**src/hpir_defs.vh**
```
// register offsets, field positions and reset values for the headphone impedance result control
`ifndef HPIR_DEFS_VH
`define HPIR_DEFS_VH
`define HPIR_ADDR_W 16
`define HPIR_WIDE_BASE 16'h3000
`define HPIR_CFG_ADDR 16'h0299
`define HPIR_CTRL_ADDR 16'h3000
`define HPIR_STAT_ADDR 16'h3004
`define HPIR_CAL_ADDR 16'h3008
`define HPIR_CFG_RESET 16'h0000
`define HPIR_OVD_BIT 15
`define HPIR_OUT_HI 14
`define HPIR_OUT_LO 12
`define HPIR_FRC_HI 11
`define HPIR_FRC_LO 8
`define HPIR_SNS_HI 7
`define HPIR_SNS_LO 4
`define HPIR_GND_HI 2
`define HPIR_GND_LO 0
`define HPIR_TRIG_BIT 0
`define HPIR_RANGE_HI 2
`define HPIR_RANGE_LO 1
`define HPIR_OUT_MAX 3'h5
`define HPIR_SNS_MAX 4'h9
`define HPIR_GND_MAX 3'h4
`define HPIR_SNS_HPDET1 4'h4
`define HPIR_SNS_HPDET2 4'h5
`define HPIR_CODE_MIN 10'h0a9
`define HPIR_CODE_MAX 10'h3fb
`define HPIR_MEAS_TMO 16'hffff
`endif

```
**src/hpir_ctrl.v**
```verilog
// headphone impedance measurement control and result registers
//
// Local design decision: strobed register access.
`include "hpir_defs.vh"
module hpir_ctrl #(
   parameter CODE_W = 10,
   parameter LVL_W = 4,
   parameter [15:0] CAL_OFFSET = 16'h0000,
   parameter [15:0] CAL_SLOPE = 16'h0000
) (
   input wire clk,
   input wire rst_n,
   input wire [15:0] addr,
   input wire [31:0] wdata,
   input wire wr_en,
   input wire rd_en,
   output reg [31:0] rdata,
   output reg meas_start,
   output reg override_active,
   output reg [2:0] override_channel_sel,
   output reg [3:0] current_pin_sel,
   output reg [3:0] sense_pin_sel,
   output reg [2:0] ground_pin_sel,
   output reg [1:0] load_range_sel,
   output reg meas_event,
   input wire meas_done_in,
   input wire [CODE_W-1:0] result_code_in,
   input wire [LVL_W-1:0] level_in
);
   // **********************
   // state and decode helpers
   // **********************
   localparam ST_IDLE = 2'b01;
   localparam ST_BUSY = 2'b10;
   reg [1:0] state;
   reg [15:0] cfg;
   reg meas_complete_flag;
   reg [CODE_W-1:0] raw_result_code;
   reg [LVL_W-1:0] coarse_level;
   reg done_s1;
   reg done_s2;
   reg done_s3;
   reg done_prev;
   reg [15:0] tmo;
   wire wide;
   wire trig;
   wire done_edge;
   wire hp_sense;

   function is_wide;
      input [15:0] a;
      begin
         is_wide = (a >= `HPIR_WIDE_BASE);
      end
   endfunction

   // **********************
   // register writes
   // **********************
   assign wide = is_wide(addr);
   assign trig = wr_en && (addr == `HPIR_CTRL_ADDR) && wdata[`HPIR_TRIG_BIT];
   assign hp_sense = (cfg[`HPIR_SNS_HI:`HPIR_SNS_LO] == `HPIR_SNS_HPDET1) ||
      (cfg[`HPIR_SNS_HI:`HPIR_SNS_LO] == `HPIR_SNS_HPDET2);

   always @(posedge clk) begin
      if (!rst_n) begin
         cfg <= `HPIR_CFG_RESET;
         load_range_sel <= 2'b00;
      end else if (wr_en) begin
         if (addr == `HPIR_CFG_ADDR) begin
            cfg[15] <= wdata[`HPIR_OVD_BIT];
            if (wdata[`HPIR_OUT_HI:`HPIR_OUT_LO] <= `HPIR_OUT_MAX)
               cfg[14:12] <= wdata[`HPIR_OUT_HI:`HPIR_OUT_LO];
            cfg[11:8] <= wdata[`HPIR_FRC_HI:`HPIR_FRC_LO];
            if (wdata[`HPIR_SNS_HI:`HPIR_SNS_LO] <= `HPIR_SNS_MAX)
               cfg[7:4] <= wdata[`HPIR_SNS_HI:`HPIR_SNS_LO];
            if (wdata[`HPIR_GND_HI:`HPIR_GND_LO] <= `HPIR_GND_MAX)
               cfg[2:0] <= wdata[`HPIR_GND_HI:`HPIR_GND_LO];
         end else if (addr == `HPIR_CTRL_ADDR) begin
            load_range_sel <= wdata[`HPIR_RANGE_HI:`HPIR_RANGE_LO];
         end
      end
   end

   always @(posedge clk) begin
      if (!rst_n) begin
         override_channel_sel <= 3'h0;
         current_pin_sel <= 4'h0;
         sense_pin_sel <= 4'h0;
         ground_pin_sel <= 3'h0;
      end else begin
         override_channel_sel <= cfg[14:12];
         current_pin_sel <= cfg[11:8];
         sense_pin_sel <= cfg[7:4];
         ground_pin_sel <= cfg[2:0];
      end
   end

   // **********************
   // completion input synchroniser
   // **********************
   always @(posedge clk) begin
      if (!rst_n) begin
         done_s1 <= 1'b0;
         done_s2 <= 1'b0;
         done_s3 <= 1'b0;
         done_prev <= 1'b0;
      end else begin
         done_s1 <= meas_done_in;
         done_s2 <= done_s1;
         done_s3 <= done_s2;
         if (done_s2 == done_s3)
            done_prev <= done_s3;
      end
   end
   assign done_edge = (done_s2 == done_s3) && done_s3 && !done_prev;

   // **********************
   // measurement sequencer
   // **********************
   always @(posedge clk) begin
      if (!rst_n) begin
         state <= ST_IDLE;
         meas_start <= 1'b0;
         override_active <= 1'b0;
         meas_complete_flag <= 1'b0;
         raw_result_code <= {CODE_W{1'b0}};
         coarse_level <= {LVL_W{1'b0}};
         meas_event <= 1'b0;
         tmo <= 16'h0000;
      end else begin
         meas_start <= trig;
         meas_event <= 1'b0;
         case (state)
            ST_IDLE: begin
               if (trig) begin
                  state <= ST_BUSY;
                  meas_complete_flag <= 1'b0;
                  override_active <= cfg[15];
                  tmo <= 16'h0000;
               end
            end
            ST_BUSY: begin
               tmo <= tmo + 16'h0001;
               if (done_edge || tmo == `HPIR_MEAS_TMO) begin
                  state <= ST_IDLE;
                  meas_complete_flag <= 1'b1;
                  override_active <= 1'b0;
                  if (hp_sense)
                     raw_result_code <= result_code_in;
                  else
                     raw_result_code <= {CODE_W{1'b0}};
                  coarse_level <= level_in;
                  meas_event <= 1'b1;
               end
            end
            default: begin
               state <= ST_IDLE;
            end
         endcase
      end
   end

   // **********************
   // register reads
   // **********************
   always @(posedge clk) begin
      if (!rst_n) begin
         rdata <= 32'h0000_0000;
      end else if (rd_en) begin
         case (addr)
            `HPIR_CFG_ADDR: rdata <= {16'h0000, cfg[15:4], 1'b0, cfg[2:0]};
            `HPIR_CTRL_ADDR: rdata <= {29'h0000_0000, load_range_sel, 1'b0};
            `HPIR_STAT_ADDR: rdata <= {8'h00, {(8-LVL_W){1'b0}}, coarse_level,
               {(15-CODE_W){1'b0}}, raw_result_code, meas_complete_flag};
            `HPIR_CAL_ADDR: rdata <= {CAL_SLOPE, CAL_OFFSET};
            default: rdata <= 32'h0000_0000;
         endcase
         if (!wide)
            rdata[31:16] <= 16'h0000;
      end
   end
endmodule

```
**config.mk**
```make
export PLATFORM = sky130hd
export DESIGN_NAME = hpir_ctrl
export DESIGN_NICKNAME = d
export VERILOG_FILES = /design/src/hpir_ctrl.v
export VERILOG_INCLUDE_DIRS = /design/src /design/src/src
export SDC_FILE = /design/constraint.sdc
export NUM_CORES = 1
export LEC_CHECK = 0
export BUFFER_PORTS_ARGS = -buffer_cell sky130_fd_sc_hd__buf_4
export CAP_MARGIN = 0
export CORE_MARGIN = 2
export CORE_UTILIZATION = 51
export CTS_CLUSTER_DIAMETER = 150
export CTS_CLUSTER_SIZE = 8
export DETAILED_ROUTE_END_ITERATION = 12
export PLACE_DENSITY = 0.89
export REMOVE_ABC_BUFFERS = 1
export SYNTH_ARGS = -nofsm -noshare
export SYNTH_HDL_FRONTEND = slang
export SYNTH_SLANG_ARGS = --single-unit
```
**constraint.sdc**
```tcl
create_clock -name clk -period 2.5 [get_ports clk]
set_clock_uncertainty 0.2 [all_clocks]
set_input_delay 0.5 -clock clk [delete_from_list [all_inputs] [get_ports clk]]
set_output_delay 0.5 -clock clk [all_outputs]
set_load 0.05 [all_outputs]
```
==> reports/qor.csv <==
metric,value,unit
gp_congestion,0.815,
powerDensity,540,mW/mm^2
post-route-cell-area,0.00494,mm^2
rrSetupSlack,230,ps
yosysMostFrequentCell,dfxtp_1,
routed_wirelength,9.61,mm
via_count,3567,
hold_viol,0,
ys_seq_area_share,45.8,%
setup_viol,0,
status,"finished, final reports clean",
synth.avg_cell_area,9.04,um^2
crit_arrival,2370,ps
vias_per_cell,5.61,
synth_warnings,0,
clock_latency,370,ps
p_comb_share,6.7,%
setup.worst_path.end_class,flop,
grt_max_degree,37,
crit_type,reg2reg,
worst_pin_slew,664,ps
synthAdderAreaFrac,0.629,%
port_buffers,88,
regArea,0.00182,mm^2
cts_root_buf,clkbuf_8,
netlist_instances,440,
cp.required,2590,ps
ys_types,53,
antenna_cells,0,
ys_top_cells_by_count,"dfxtp_1, nand2_1, a21oi_1",
post_drt_wl_per_cell,15.1,um
clkTransAtPathRegs,90,ps
vdd_ir_drop_max,0.334,mV
htree_levels,3,
dieHeight,92.3,um
slew_violations,0,
drt_iter0_drc,233,
async_reset_ff_share,0,%
crit_fanout,13,
clk_path_buf_depth,2,
stdcell_count,636,
firstDrtPassIters,4,
placed_area,0.00474,mm^2
fillerInstances,617,
cap_violations,0,
io-pin-count,118,
grt_pass1_vias,3493,
drcViolationCount,0,
p_switching,0.000651,W
hp-class,in2reg,
syn_area,0.00398,mm^2
post-cts-setup-buffers,0,
synth-simple-area-share,22.4,%
clkSinkCount,91,
place_inst,620,
ctsResizeCount,0,
synth_area_leaders,"dfxtp_1, nand2_1, mux2i_1",
r2r-end,raw_result_code[7]$_SDFFE_PN0P_,
initial_core_util,52.0,%
core_area,0.00765,mm^2
drive_gt1_share,25.3,%
min_to,done_s1$_SDFF_PN0_,
synth_top_flop_cell,dfxtp_1,
power.leakage,2.01,nW
r2r_cells,6,
r2r_start,tmo[0]$_SDFFE_PN0P_,
synth_top_cell_by_area,dfxtp_1,
cts_tree,yes,
die_w,92.3,um
hold_depth,2,
grt_overflow,0,
crit_start,tmo[0]$_SDFFE_PN0P_,
final_antenna_net_count,0,
cp-start-kind,flop,
antenna_found_initial,0,
row_count,32,
ctsHoldBuffers,0,
multi_input_area,0.00193,mm^2
p_int,0.00202,W
power_frac_clock,38.9,%
pwr-share-seq,54.4,%
synth_compound_area_share,19.0,%
dieArea,0.00852,mm^2
cts_buffers,9,
rsz0062_at_grt,false,
synthMuxAreaShare,4.59,%
final.period_utilization,91.0,%
nets,598,
track_usage,23.2,%
ys_ff_latch,91,
grt_pass1_wl,15.9,mm
synth_edf_count,0,
switching_share,24.4,%
synth_top_area_share,45.8,%
slew_headroom,55.7,%
fin_crit,2270,ps
dp_hpwl,6.95,mm
fmax,440,MHz
synth_top_family_by_area,simple AND/OR/NAND/NOR gates,
areaGrowthSynthToFinish,24.3,%
synth_xor_area_share,0.661,%
hp-start,meas_done_in,
whs,149,ps
## final cells by class
cell class	instances	area share [%]
multi-input cells	306	38.9
flip-flops and latches	91	36.8
repair buffers	105	16.2
clock buffers	10	2.78
well taps	102	2.58
clock inverters	6	1.44
inverters	16	1.21
## stage by stage
stage,worst slack (ps),util [%],total power (W),TNS [ps]
final,225,64.7,0.00267,0
after global routing,64.5,64.7,0.00275,0
after CTS,259,64.7,0.00268,0
after detailed placement,15.9,61.9,0.00166,0
after global placement,56.8,61.9,0.00166,0
after floorplan,-314,-,0.00156,-6950
## power groups by stage
stage                     Sequential [W]  Clock (W)  Combinational [W]
final                            0.00145    0.00104           0.000180
after global routing             0.00145    0.00111           0.000192
after CTS                        0.00145    0.00105           0.000178
after detailed placement         0.00149          0           0.000178
after global placement           0.00149          0           0.000175
after floorplan                  0.00148          0          0.0000713
## worst max-delay path by stage
stage	end	slack, ps
after global routing	raw_result_code[4]$_SDFFE_PN0P_	60
after floorplan	rdata[10]$_SDFFE_PN0P_	-310
after detailed placement	rdata[7]$_SDFFE_PN0P_	20
after global placement	rdata[5]$_SDFFE_PN0P_	60
final	raw_result_code[7]$_SDFFE_PN0P_	230
after CTS	raw_result_code[7]$_SDFFE_PN0P_	260
## critical path, stage by stage, from the launching register on
cell      delay [ps]
dfxtp_1          440
ha_1             250
nand4_1          280
and4bb_2         440
o21a_1           120
buf_4            240
mux2i_1          230
## sequential cells by signal, summed over array words and instances, names as in the netlist, 2 cells and up
signal,flops
tmo,16
load_range_sel,2
coarse_level,4
sense_pin_sel,4
override_channel_sel,3
cfg,15
current_pin_sel,4
state,2
ground_pin_sel,3
raw_result_code,10
rdata,20
## routing by layer
metal | track usage, % | share of wire (%)
met2 | 39.8 | 50
met3 | 5.04 | 5.6
met5 | 0 | 0
met1 | 28.5 | 43
met4 | 8.96 | 1.5
## kinds of logic (layout without fill, tap and decap cells)
group | count (synthesis) | after routing
compound gates | 108 | 108
other cells | 1 | 12
mux | 18 | 18
fa+ha+maj | 2 | 2
simple gates | 163 | 163
flops | 91 | 91
buf+inv | 54 | 137
xor+xnor | 3 | 3
## layout by cell type, fill, tap and decap left out, types with 3 or more instances in the layout
cell,n
inv_1,15
nand3_1,17
buf_4,104
nor4_1,7
a311oi_2,4
mux2i_1,16
and4_1,3
and3_1,10
a211oi_1,3
clkbuf_8,10
nor3_1,13
o21ai_0,15
o21a_1,13
o31ai_1,11
a21o_1,7
nand4_1,6
a21oi_1,21
xnor2_1,3
nand2b_1,6
a21boi_0,6
conb_1,12
dfxtp_1,91
nor2b_1,13
o2111ai_1,3
nand2_1,51
nor2_1,10
and2_1,16
o211ai_1,6
a31oi_1,9
No activity file was read; power rests on OpenSTA's default activity.
